File: src/logic/fpled_pkg.sv
package fpled_pkg;
  // clock and scan timing
  localparam int CLK_PERIOD_NS = 10;
  localparam int ROW_TIME_NS = 1000000;
  localparam int ROW_CYCLES = (ROW_TIME_NS + CLK_PERIOD_NS - 1) / CLK_PERIOD_NS;
  localparam int DIV_W = 20;

  // matrix geometry
  localparam int BYTE_W = 8;
  localparam int LED_ROWS = 8;
  localparam int LED_COLS = 16;
  localparam int BAR_COUNT = 10;
  localparam int BAR_SEGS = 10;
  localparam int DISCRETE_LEDS = 1;
  localparam int LED_POPULATED = BAR_COUNT * BAR_SEGS + DISCRETE_LEDS;
  localparam int KEY_COLS = 3;
  localparam int KEY_ROWS = 4;
  localparam int KEY_COUNT = 11;
  localparam int STATUS_LEDS = 5;

  // latch select codes on the write port
  localparam logic [4:0] SEL_METER_LAST = 5'h0F;
  localparam logic [4:0] SEL_STATUS = 5'h10;

  // reset values
  localparam logic [2:0] ROW_RESET = 3'h0;
  localparam logic [1:0] KCOL_RESET = 2'h0;
  localparam logic [7:0] LATCH_RESET = 8'h00;

  // one byte-wide latch write
  typedef struct packed {
    logic [4:0] sel;
    logic [7:0] data;
  } fpled_wr_type;

  typedef enum logic [0:0] {
    KS_IDLE = 1'b0,
    KS_SCAN = 1'b1
  } fpled_ks_type;
endpackage

File: src/logic/fpled_top.sv
`timescale 1ns/1ps
module fpled_top #(
  parameter int ROW_CYC = fpled_pkg::ROW_CYCLES
) (
  input wire logic clk_i,
  input wire logic srst_i,
  input wire logic wr_stb_i,
  input wire fpled_pkg::fpled_wr_type wr_i,
  input wire logic [3:0] key_row_i,
  output logic [7:0] led_row_o,
  output logic [15:0] led_col_o,
  output logic [4:0] status_led_o,
  output logic [2:0] key_col_o,
  output logic [10:0] key_state_o
);

  // one-hot decode, shared by the LED rows and the key columns
  function automatic logic [7:0] onehot8(input logic [2:0] idx);
    onehot8 = 8'h01 << idx;
  endfunction

  logic [fpled_pkg::DIV_W-1:0] div_q, div_d;
  logic tick;
  logic [2:0] row_q, row_d;
  logic [7:0] led_row_d;
  logic [15:0] led_col_d;
  logic [7:0] meter_q [16];
  logic [7:0] meter_d [16];
  logic [4:0] status_d;
  logic [15:0] pop_mask [8];
  fpled_pkg::fpled_ks_type ks_q, ks_d;
  logic [1:0] kcol_q, kcol_d;
  logic [2:0] key_col_d;
  logic [7:0] kcol_hot;
  logic [11:0] key_raw_q, key_raw_d;

  // unpopulated positions are masked so stray bits never light a pad
  for (genvar r = 0; r < fpled_pkg::LED_ROWS; r++) begin : g_row
    for (genvar c = 0; c < fpled_pkg::LED_COLS; c++) begin : g_col
      assign pop_mask[r][c] =
        ((r * fpled_pkg::LED_COLS + c) < fpled_pkg::LED_POPULATED);
    end
  end

  // row-time divider; one tick per row slot
  assign tick = (div_q == fpled_pkg::DIV_W'(ROW_CYC - 1));

  // scan timing next state
  always_comb begin
    div_d = tick ? '0 : div_q + 1'b1;
    row_d = tick ? row_q + 3'h1 : row_q;
    led_row_d = onehot8(row_d);
  end

  // meter and status latches, byte per write
  always_comb begin
    for (int i = 0; i < 16; i++) begin
      meter_d[i] = meter_q[i];
    end
    status_d = status_led_o;
    if (wr_stb_i && wr_i.sel <= fpled_pkg::SEL_METER_LAST) begin
      meter_d[wr_i.sel[3:0]] = wr_i.data;
    end
    if (wr_stb_i && wr_i.sel == fpled_pkg::SEL_STATUS) begin
      status_d = wr_i.data[4:0];
    end
  end

  // column drive follows the row about to be selected
  always_comb begin
    led_col_d = {meter_q[{row_d, 1'b1}], meter_q[{row_d, 1'b0}]}
                & pop_mask[row_d];
  end

  always_ff @(posedge clk_i) begin
    if (srst_i) begin
      div_q <= '0;
      row_q <= fpled_pkg::ROW_RESET;
      led_row_o <= 8'h01;
      led_col_o <= 16'h0000;
      status_led_o <= 5'h00;
      for (int i = 0; i < 16; i++) begin
        meter_q[i] <= fpled_pkg::LATCH_RESET;
      end
    end else begin
      div_q <= div_d;
      row_q <= row_d;
      led_row_o <= led_row_d;
      led_col_o <= led_col_d;
      status_led_o <= status_d;
      for (int i = 0; i < 16; i++) begin
        meter_q[i] <= meter_d[i];
      end
    end
  end

  // key scan: a column settles for a whole row slot before it is sampled
  always_comb begin
    ks_d = ks_q;
    kcol_d = kcol_q;
    key_raw_d = key_raw_q;
    case (ks_q)
      fpled_pkg::KS_IDLE: begin
        if (tick) begin
          ks_d = fpled_pkg::KS_SCAN;
        end
      end
      fpled_pkg::KS_SCAN: begin
        if (tick) begin
          key_raw_d[{kcol_q, 2'b00} +: 4] = key_row_i;
          kcol_d = (kcol_q == 2'(fpled_pkg::KEY_COLS - 1)) ? 2'h0
                   : kcol_q + 2'h1;
        end
      end
      default: begin
        ks_d = fpled_pkg::KS_IDLE;
      end
    endcase
    // only the low three of the eight decoded lines reach the keys
    kcol_hot = onehot8({1'b0, kcol_d});
    key_col_d = kcol_hot[2:0];
  end

  always_ff @(posedge clk_i) begin
    if (srst_i) begin
      ks_q <= fpled_pkg::KS_IDLE;
      kcol_q <= fpled_pkg::KCOL_RESET;
      key_raw_q <= 12'h000;
      key_col_o <= 3'h1;
      key_state_o <= 11'h000;
    end else begin
      ks_q <= ks_d;
      kcol_q <= kcol_d;
      key_raw_q <= key_raw_d;
      key_col_o <= key_col_d;
      key_state_o <= key_raw_d[10:0]; // twelfth crossing is unpopulated
    end
  end

  // helper: cycles the current row has been shown
  logic [fpled_pkg::DIV_W-1:0] held_q;
  logic [7:0] prev_row_q;
  always_ff @(posedge clk_i) begin
    if (srst_i) begin
      held_q <= '0;
      prev_row_q <= 8'h01;
    end else begin
      held_q <= (led_row_o != prev_row_q) ? fpled_pkg::DIV_W'(1)
                : held_q + 1'b1;
      prev_row_q <= led_row_o;
    end
  end

  row_onehot_a: assert property (@(posedge clk_i)
    disable iff (srst_i) $onehot(led_row_o))
    else $error("more or fewer than one led row enabled");

  row_order_a: assert property (@(posedge clk_i)
    disable iff (srst_i)
    tick |=> led_row_o == {$past(led_row_o[6:0]), $past(led_row_o[7])})
    else $error("led rows not visited in ascending order");

  row_duty_a: assert property (@(posedge clk_i)
    disable iff (srst_i)
    (led_row_o != prev_row_q) |-> held_q == fpled_pkg::DIV_W'(ROW_CYC))
    else $error("led row slot length wrong");

  col_mask_a: assert property (@(posedge clk_i)
    disable iff (srst_i)
    (led_col_o & ~pop_mask[row_q]) == 16'h0000)
    else $error("unpopulated led column driven");

  col_pattern_a: assert property (@(posedge clk_i)
    disable iff (srst_i)
    !$past(wr_stb_i) |-> led_col_o ==
      ({meter_q[{row_q, 1'b1}], meter_q[{row_q, 1'b0}]} & pop_mask[row_q]))
    else $error("column drive does not match selected row");

  byte_write_a: assert property (@(posedge clk_i)
    disable iff (srst_i)
    wr_stb_i && wr_i.sel <= fpled_pkg::SEL_METER_LAST |=>
      meter_q[$past(wr_i.sel[3:0])] == $past(wr_i.data))
    else $error("meter byte not latched");

  status_write_a: assert property (@(posedge clk_i)
    disable iff (srst_i)
    wr_stb_i && wr_i.sel == fpled_pkg::SEL_STATUS |=>
      status_led_o == $past(wr_i.data[4:0]))
    else $error("status leds not latched");

  key_sample_a: assert property (@(posedge clk_i)
    disable iff (srst_i)
    tick && ks_q == fpled_pkg::KS_SCAN |=>
      key_raw_q[{$past(kcol_q), 2'b00} +: 4] == $past(key_row_i))
    else $error("key rows not captured for column");

  key_col_a: assert property (@(posedge clk_i)
    disable iff (srst_i)
    $onehot(key_col_o) && key_col_o == (3'h1 << kcol_q))
    else $error("key column drive not one-hot");

  row_wrap_c: cover property (@(posedge clk_i) disable iff (srst_i)
    led_row_o == 8'h80 ##1 led_row_o == 8'h01);
  key_press_c: cover property (@(posedge clk_i) disable iff (srst_i)
    key_state_o != 11'h000);
  status_wr_c: cover property (@(posedge clk_i) disable iff (srst_i)
    wr_stb_i && wr_i.sel == fpled_pkg::SEL_STATUS);
  meter_lit_c: cover property (@(posedge clk_i) disable iff (srst_i)
    led_col_o != 16'h0000);

endmodule

File: config.mk
export PLATFORM = sky130hd
export DESIGN_NAME = fpled_top
export DESIGN_NICKNAME = d
export VERILOG_FILES = /design/src/logic/fpled_pkg.sv /design/src/logic/fpled_top.sv
export SDC_FILE = /design/constraint.sdc
export NUM_CORES = 1
export LEC_CHECK = 0
export ABC_AREA = 1
export BUFFER_PORTS_ARGS = -buffer_cell sky130_fd_sc_hd__buf_2
export CAP_MARGIN = 20
export CORE_ASPECT_RATIO = 0.9
export CORE_MARGIN = 3
export CORE_UTILIZATION = 40
export CTS_CLUSTER_DIAMETER = 120
export DETAILED_ROUTE_END_ITERATION = 7
export HOLD_SLACK_MARGIN = 0.08
export MAX_ROUTING_LAYER = met4
export SLEW_MARGIN = 20
export SYNTH_ARGS = -nofsm -noshare
export SYNTH_HDL_FRONTEND = slang
export SYNTH_SLANG_ARGS = --single-unit
File: constraint.sdc
create_clock -name clk_i -period 3.7 [get_ports clk_i]
set_input_delay 0.555 -clock clk_i [delete_from_list [all_inputs] [get_ports clk_i]]
set_output_delay 0.555 -clock clk_i [all_outputs]
set_load 0.01 [all_outputs]
==> results by group, run 1 <==
Timing
  • RSZ-0062 raised after global routing: no
  • Final period util: 0.603
  • Clock Skew: 8.04 ps
  • Fin crit period: 2230 ps
  • Fmax: 448 MHz
  • Final setup violation count: 0
  • Least-Margin Pin Slew: 731 ps
  • Hold WS: 421 ps
  • Fin. max-slew vios: 0
  • Total negative slack: 0 ps
  • Max_slew headroom: 0.511
  • Final Hold Viols: 0

Worst setup path
  • Worst Path Required: 4010 ps
  • Setup crit end kind: flop
  • Worst-case reg-to-reg path depth: 12
  • Crit path kind: flop to flop
  • Crit path launch type: flop
  • Crit-path most repeated cell: nand2_1
  • Worst Path Max Fanout: 18
  • Worst path cell trace: ha_1 > nand2_1 > inv_2 > nand2_2 > nor2_1 > nand4_1 > nand2_2 > nand2_1 > inv_1 > nand2_1 > nand3b_1 > nor2_1
  • Slowest stage cell, crit path: dfxtp_1
  • Slowest stage delay, CP: 350 ps
  • Arr. time, crit path: 2550 ps

Synthesis
  • Mean Syn Cell Area: 7.43 µm²
  • Top-count cell post-synth: dfxtp_1
  • Seq cells post-synth: 170
  • Post-synth ARST share: 0
  • Leading area contributor after synthesis: dfxtp_1
  • Unique cell type count in the Yosys netlist: 41
  • Synth top area cells: dfxtp_1, o21ai_0, a21oi_1
  • Sequential-to-total area share from yosys stat: 0.465
  • Commonest cells in the synthesized netlist: dfxtp_1, nor2_1, nand2_1
  • EDFF count, synth: 0
  • Yosys top cell area share: 0.465
  • Mapped Area: 7320 µm²
  • Syn Inst Count: 985
  • Ys flop type: dfxtp_1
  • YS warnings: 0
  • Net Count, Synth: 1012

Clocking
  • Num Clock Sinks: 170
  • Post-cts resize count: 0
  • Clk slew on worst S/H paths: 60 ps
  • Post-CTS setup buffers: 0
  • Worst-Skew Late Latency: 430 ps
  • Num CTS Buffers: 17
  • CTS H-tree depth: 4
  • CTS max path bufs: 2
  • Clock root buffer: clkbuf_16
  • Hold_buf cts: 0
  • CTS tree: built

Place
  • RePlAce Congestion: 0.872
  • Placed Area: 7730 µm²
  • Port bufs: 62
  • DP HPWL: 12600 µm
  • Dpl cells: 1242

Floorplan
  • Initial Util: 0.412
  • I/O pin cnt: 63
  • Core Area: 17800 µm²
  • Die ar.: 20000 µm²
  • Die X: 149 µm
  • Die H: 134 µm
  • FP Rows: 46

Layout
  • Finished Layout Cells: 1274
  • Area grow syn2layout: 14.4%
  • Final instance area: 8370 µm²
  • Share of cells above drive strength 1: 0.139
  • Nets: 1048
  • Antenna diode count: 0

Run status
  • Outcome: complete, no violations

GRT
  • GR Overflow Total: 0
  • Vias in the first global route: 5530
  • First-pass GRT wire length: 30000 µm
  • Initial antenna violation count: 0
  • Largest net degree at the start of global routing: 111
  • Global Route Usage Sum: 0.195

Route
  • Wirelength, routed: 18900 µm
  • Routed vias/inst: 4.94
  • DRT Pass-1 Iters: 7
  • Drt wl/cell: 14.8 µm
  • Starting DRT DRC Count: 514
  • Vias: 6299
  • Antenna-violating nets left: 0
  • DRC: 0

Pwr
  • VDD IR max: 0.240 mV
  • Clock network fraction of total power: 0.490
  • Int Pwr: 3.06 mW
  • Switching power: 857 µW
  • Design Power: 3.91 mW
  • Logic pwr share: 0.036
  • Sw frac: 0.219
  • Pwr Density: 467 nW/µm²
  • Leak: 3.31 nW
  • Power share of the sequential group: 0.474

Worst hold path
  • Hold Crit Depth: 3
  • Hold/Removal Path Class: input pin to flop

Job
  • Max Cap Violations: 0
==> layer usage <==
| metal | up-vias | track usage | part of all wire |
|---|---|---|---|
| li1 | 3272 | - | - |
| met1 | 2845 | 0.293 | 0.52 |
| met2 | 166 | 0.268 | 0.41 |
| met3 | 16 | 0.0392 | 0.055 |
| met4 | 0 | 0.0452 | 0.011 |
| met5 | - | - | 0 |
==> layout make-up <==
class	count	area, µm²
clock inverters	9	135
well taps	240	300
repair buffers	66	353
clock buffers	23	508
multi-input cells	642	3210
flip-flops and latches	170	3400
fillers	1802	9410
inverters	124	467
==> cell families (layout without fill, tap and decap cells) <==
family / Yosys count / after routing / share of synthesized area
adders and majority gates: 7 / 7 / 0.0120
AOI/OAI and AO/OA: 273 / 273 / 0.193
DFF: 170 / 170 / 0.465
xor gates and xnor gates: 6 / 6 / 0.00718
buffers and inverters: 173 / 222 / 0.0972
and+or+nand+nor: 356 / 356 / 0.226
==> path summary, 6_finish.rpt <==
path | from | slack, ps | endpoint
setup / recovery | div_q[0] | 1470 | led_col_o[10]
hold / removal | key_row_i[3] | 420 | key_raw_q[3]
setup reg to reg | div_q[0] | 1470 | led_col_o[10]
hold reg to reg | div_q[0] | 440 | div_q[0]
==> power groups by stage <==
stage          registers, mW  clock network [mW]  logic (mW)
2_1_floorplan           1.90                   0      0.0870
3_3_place_gp            1.90                   0       0.141
3_5_place_dp            1.90                   0       0.141
4_1_cts                 1.86                1.95       0.141
5_1_grt                 1.86                2.01       0.159
6_report                1.86                1.92       0.142
==> cells in the final DEF (no fill, tap or decap), types with 8 or more instances in the layout <==
cell type,instances
nand2_4,8
o21ai_1,22
nor3_1,12
nand2_1,124
inv_2,9
nand2_2,10
nand3_1,33
buf_2,62
clkbuf_16,17
a21oi_1,112
o21ai_0,121
inv_1,112
nor2_1,129
nand3b_1,10
nand4_1,11
dfxtp_1,170
==> flip-flops by register name (all words and copies together) (netlist names) <==
name,cells
meter_q,101
div_q,20
led_col_o,16
key_raw_q,11
led_row_o,8
status_led_o,5
key_col_o,3
row_q,3
kcol_q,2
ks_q,1
==> per-stage QoR <==
stage	util	setup slack, ps
after floorplan	-	1950
after global placement	0.435	1410
after detailed placement	0.435	1340
after CTS	0.471	1470
after global routing	0.471	1260
final	0.471	1470
==> worst max-delay path, delay by kind of cell (launching register included) <==
family,cells,cell delay (ps)
flip-flops,1,350
adder cells (fa/ha/maj),1,170
AND/OR/NAND/NOR,9,1210
buffers and inverters,2,370
Power figures use the tool's default switching activity.
==> run 2, diff against run 1 <==
==> constraint.sdc (replaced) <==
create_clock -name clk_i -period 2.1 [get_ports clk_i]
set_input_delay 0.315 -clock clk_i [delete_from_list [all_inputs] [get_ports clk_i]]
set_output_delay 0.315 -clock clk_i [all_outputs]
set_load 0.01 [all_outputs]
==> run 2 against run 1 <==
Effect of this change: core utilization increased by 1.9 points; total power rose by 79%; clock skew is 0.90 ps lower; combinational power up 85%; sequential cell count did not move; first-iteration DRC count down 23%; non-clock buffer count increased by 27; wire length is 1.2% higher; sequential share of layout area is 1.5 points lower; global-route usage up 0.056 points; largest power group unchanged.
==> results by group, run 2 (synthesized netlist as in run 1, its figures left out) <==
GRT
  • Global Route Usage Sum: 0.196
  • Grt met3 use: 0.0372
  • GR Overflow Total: 0
  • Vias in the first global route: 5748
  • Largest net degree at the start of global routing: 45
  • Met1 global-route usage: 0.306
  • First-pass GRT wire length: 30400 µm
  • Initial antenna violation count: 0
  • GRT met2 Usage: 0.253
  • GR peak layer: met1

Worst setup path
  • Crit path launch type: flop
  • Worst Path Max Fanout: 9
  • CP Launch Point: div_q[0]
  • Crit path kind: flop to flop
  • Arr. time, crit path: 2360 ps
  • Setup crit end kind: flop
  • Worst Path Required: 2460 ps
  • R2R Path Start: div_q[0]

Floorplan
  • FP Rows: 46
  • Die ar.: 20000 µm²
  • I/O pin cnt: 63
  • Initial Util: 0.412
  • Die H: 134 µm
  • Die X: 149 µm
  • Core Area: 17800 µm²

Place
  • Port bufs: 62
  • RePlAce Congestion: 0.824
  • Placed Area: 7920 µm²
  • DP HPWL: 12900 µm

Clocking
  • CTS tree: built
  • Clock root buffer: clkbuf_16
  • Num Clock Sinks: 170
  • CTS H-tree depth: 4
  • Clk slew on worst S/H paths: 70 ps
  • Worst-Skew Late Latency: 430 ps
  • Num CTS Buffers: 17
  • CTS max path bufs: 2

Job
  • Max Cap Violations: 0

Route
  • DRT Pass-1 Iters: 5
  • Antenna-violating nets left: 0
  • Wirelength, routed: 19100 µm
  • Starting DRT DRC Count: 395
  • Routed vias/inst: 4.92
  • Drt wl/cell: 14.7 µm
  • Vias: 6411
  • DRC: 0

Timing
  • Fin crit period: 2000 ps
  • Final setup violation count: 0
  • Fin. max-slew vios: 0
  • Max_slew headroom: 0.632
  • Fmax: 499 MHz
  • Clock Skew: 7.14 ps
  • Least-Margin Pin Slew: 547 ps
  • Final period util: 0.954
  • RSZ-0062 raised after global routing: yes
  • Final Hold Viols: 0

Layout
  • Antenna diode count: 0
  • Commonest non-fill, non-tap cells in the layout: dfxtp_1, nor2_1, nand2_1
  • Top reg by flops: meter_q
  • Max FFs per register: 101
  • Area grow syn2layout: 18.8%
  • Fillers: 1727
  • Nets: 1078
  • Final instance area: 8700 µm²
  • Regs by FF count: meter_q (101), div_q (20), led_col_o (16)
  • Share of cells above drive strength 1: 0.174
  • Most common cell after layout, fill and taps aside: dfxtp_1
  • Post-layout util: 0.489

Worst hold path
  • Hold/Removal Path Class: input pin to flop
  • Beginning of the worst hold path: key_row_i[3]

Run status
  • Outcome: complete, no violations

Pwr
  • Pwr Density: 807 nW/µm²
  • Leak: 3.47 nW
  • VDD IR max: 0.537 mV
## run 2: power breakdown
part           total (mW)  switching, mW  internal, mW
sequential           3.27         0.0140          3.26
clock                3.49           1.30          2.20
combinational       0.262          0.186        0.0757
## run 2: final timing paths
check / end / slack (ps) / cells after the start
worst max-delay path: led_col_o[10] / 100 / 14
worst min-delay path: key_raw_q[3] / 180 / 3
worst max register to register: led_col_o[10] / 100 / 14
worst min register to register: div_q[0] / 420 / 1
## run 2: metal layers
layer / up-vias / part of all wire / routed length [µm]
li1: 3338 / - / -
met1: 2905 / 0.53 / 10200
met2: 151 / 0.40 / 7650
met3: 17 / 0.055 / 1050
met4: 0 / 0.010 / 198
met5: - / 0 / 0
## run 2: final cells by class
type                    count  area [µm²]  share of cell area
flip-flops and latches    170        3410               0.391
multi-input cells         643        3280               0.377
repair buffers             93         568              0.0653
inverters                 124         478              0.0549
clock buffers              20         467              0.0536
well taps                 240         300              0.0345
clock inverters            11         193              0.0221
repair inverters            2        13.8             0.00158
## run 2: critical path, cell delays in order, from the launching register on
cell	delay, ps
dfxtp_2	340
ha_2	170
nand2_1	80
inv_2	80
nand2_4	80
nor2_4	150
nand3_4	130
nand2_2	100
nand2_4	90
nand2_4	150
inv_2	80
buf_4	180
nand2_1	60
nand3b_1	100
nor2_1	130
## run 2: timing repair
item,CTS,global route
hold buffers,0,0
gates resized for setup,0,25
setup endpoints to repair,0,22
hold endpoints to repair,0,0
buffers inserted,0,4
## run 2: stage by stage
step	hold slack [ps]	cells	total power, mW	TNS, ps	setup slack, ps
final	178	1303	7.03	0	96.6
after global placement	431	1265	3.60	0	51.2
after CTS	169	1296	7.06	0	15.9
after detailed placement	436	1265	3.60	0	33.4
after global routing	184	1303	7.24	-132	-35.7
after floorplan	399	985	3.49	0	351
==> run 3, diff against run 2 <==
--- a/config.mk
+++ b/config.mk
@@ -8,13 +8,14 @@
 export ABC_AREA = 1
 export BUFFER_PORTS_ARGS = -buffer_cell sky130_fd_sc_hd__buf_2
 export CAP_MARGIN = 20
-export CORE_ASPECT_RATIO = 0.9
+export CORE_ASPECT_RATIO = 1.4
 export CORE_MARGIN = 3
-export CORE_UTILIZATION = 40
+export CORE_UTILIZATION = 50
 export CTS_CLUSTER_DIAMETER = 120
 export DETAILED_ROUTE_END_ITERATION = 7
 export HOLD_SLACK_MARGIN = 0.08
 export MAX_ROUTING_LAYER = met4
+export PLACE_DENSITY = 0.69
 export SLEW_MARGIN = 20
 export SYNTH_ARGS = -nofsm -noshare
 export SYNTH_HDL_FRONTEND = slang
==> run 3 against run 2 <==
Effect of this change: combinational power about the same; first-iteration DRC count down 10%; largest power group unchanged; worst setup slack better by 54 ps; total power fell by 2.4%; critical path depth decreased by 1; critical path type unchanged; critical endpoint is now led_col_o[0].
==> results by group, run 3 (synthesized netlist as in run 1, its figures left out) <==
Place
  • Pre-CTS WS: 61.9 ps
  • Placed Area: 7860 µm²
  • Port bufs: 62
  • DP HPWL: 13000 µm
  • RePlAce Congestion: 0.873
  • Dpl cells: 1212

Worst setup path
  • Setup crit end kind: flop
  • Worst r2r dst: led_col_o[0]
  • Worst Path Required: 2430 ps
  • Critical Path Sink: led_col_o[0]
  • Arr. time, crit path: 2280 ps
  • Worst Path Max Fanout: 12
  • Worst-case reg-to-reg path depth: 13
  • Crit path launch type: flop
  • Crit path kind: flop to flop
  • Reg2Reg Setup Slack: 150 ps
  • CP Launch Point: div_q[7]
  • R2R Path Start: div_q[7]

Floorplan
  • Die H: 149 µm
  • Die ar.: 16200 µm²
  • Initial Util: 0.519
  • Die X: 108 µm
  • Core Area: 14100 µm²
  • I/O pin cnt: 63
  • FP Rows: 51

Layout
  • Post-layout util: 0.607
  • Regs by FF count: meter_q (101), div_q (20), led_col_o (16)
  • Commonest non-fill, non-tap cells in the layout: dfxtp_1, nor2_1, nand2_1
  • Area grow syn2layout: 16.9%
  • Most common cell after layout, fill and taps aside: dfxtp_1
  • Max FFs per register: 101
  • Share of cells above drive strength 1: 0.170
  • Nets: 1077
  • Finished Layout Cells: 1249
  • Final instance area: 8560 µm²
  • Top reg by flops: meter_q

Pwr
  • Int Pwr: 5.26 mW
  • Pwr Density: 801 nW/µm²
  • Logic pwr share: 0.038
  • Sw frac: 0.233
  • Design Power: 6.86 mW
  • Leak: 3.46 nW
  • VDD IR max: 0.545 mV
  • Switching power: 1.60 mW
  • Power share of the sequential group: 0.477
  • Clock network fraction of total power: 0.486

Run status
  • Outcome: complete, no violations

Timing
  • Fmax: 513 MHz
  • Final worst slack: 151 ps
  • Fin crit period: 1950 ps
  • Final period util: 0.928
  • Final Hold Viols: 0
  • Max_slew headroom: 0.680
  • Total negative slack: 0 ps
  • Hold WS: 168 ps
  • Clock Skew: 6.83 ps
  • Final setup violation count: 0
  • Least-Margin Pin Slew: 479 ps
  • Fin. max-slew vios: 0

Clocking
  • Num CTS Buffers: 17
  • Clock root buffer: clkbuf_16
  • CTS tree: built
  • CTS H-tree depth: 4
  • Hold_buf cts: 0
  • Worst-Skew Late Latency: 430 ps
  • CTS max path bufs: 2
  • Num Clock Sinks: 170
  • Clk slew on worst S/H paths: 70 ps

Job
  • Max Cap Violations: 0

Route
  • DRC: 0
  • Starting DRT DRC Count: 355
  • Vias: 6504
  • DRT Pass-1 Iters: 5
  • Routed vias/inst: 5.21
  • Wirelength, routed: 19000 µm
  • Antenna-violating nets left: 0
  • Drt wl/cell: 15.2 µm

GRT
  • Largest net degree at the start of global routing: 74
  • Global Route Usage Sum: 0.252
  • GR Overflow Total: 0
  • Initial antenna violation count: 0
  • Vias in the first global route: 6245
  • First-pass GRT wire length: 30700 µm

Worst hold path
  • Hold Crit Depth: 3
  • Hold/Removal Path Class: input pin to flop
[run 3: timing repair]
| item | 4_1_cts | 5_1_grt |
|---|---|---|
| gates resized for setup | 0 | 16 |
| endpoints found under the setup margin | 0 | 27 |
| buffers inserted | 0 | 3 |
[run 3: power by group through the flow]
stage          Sequential, mW  Combinational [mW]  Clock, mW
2_1_floorplan            3.34               0.153          0
3_3_place_gp             3.34               0.255          0
6_report                 3.27               0.260       3.33
4_1_cts                  3.27               0.259       3.36
3_5_place_dp             3.34               0.257          0
5_1_grt                  3.27               0.291       3.51
[run 3: worst max-delay path, stage by stage (launching register included)]
cell and delay (ps):
dfxtp_1 380, inv_2 70, nor2_2 120, nand2_2 100, nor2_8 120, buf_4 150
nand3_1 130, nand2_4 150, nand2_4 70, buf_4 180, nor2_1 120, o21ai_1 80
nand2_1 120, nor2_1 50
[run 3: area by class of cell]
cell class              count  area (µm²)
diodes                      1        2.50
clock buffers              18         439
clock inverters            14         184
fillers                  1333        5540
inverters                 124         473
multi-input cells         642        3240
flip-flops and latches    170        3410
well taps                 185         231
repair buffers             94         576
repair inverters            1        7.51
[run 3: worst min-delay path by stage]
| stage | startpoint | end | slack [ps] |
|---|---|---|---|
| 5_1_grt | key_row_i[3] | key_raw_q[3] | 160 |
| 2_1_floorplan | srst_i | row_q[2] | 400 |
| 3_3_place_gp | meter_q[3][4] | meter_q[3][4] | 430 |
| 6_report | key_row_i[3] | key_raw_q[3] | 170 |
| 3_5_place_dp | meter_q[1][8] | meter_q[1][8] | 430 |
| 4_1_cts | key_row_i[3] | key_raw_q[3] | 150 |
[run 3: routing by layer]
| metal | GRT usage | wire length [µm] |
|---|---|---|
| met1 | 0.278 | 7760 |
| met2 | 0.428 | 9680 |
| met3 | 0.0485 | 772 |
| met4 | 0.134 | 824 |
| met5 | - | 0 |
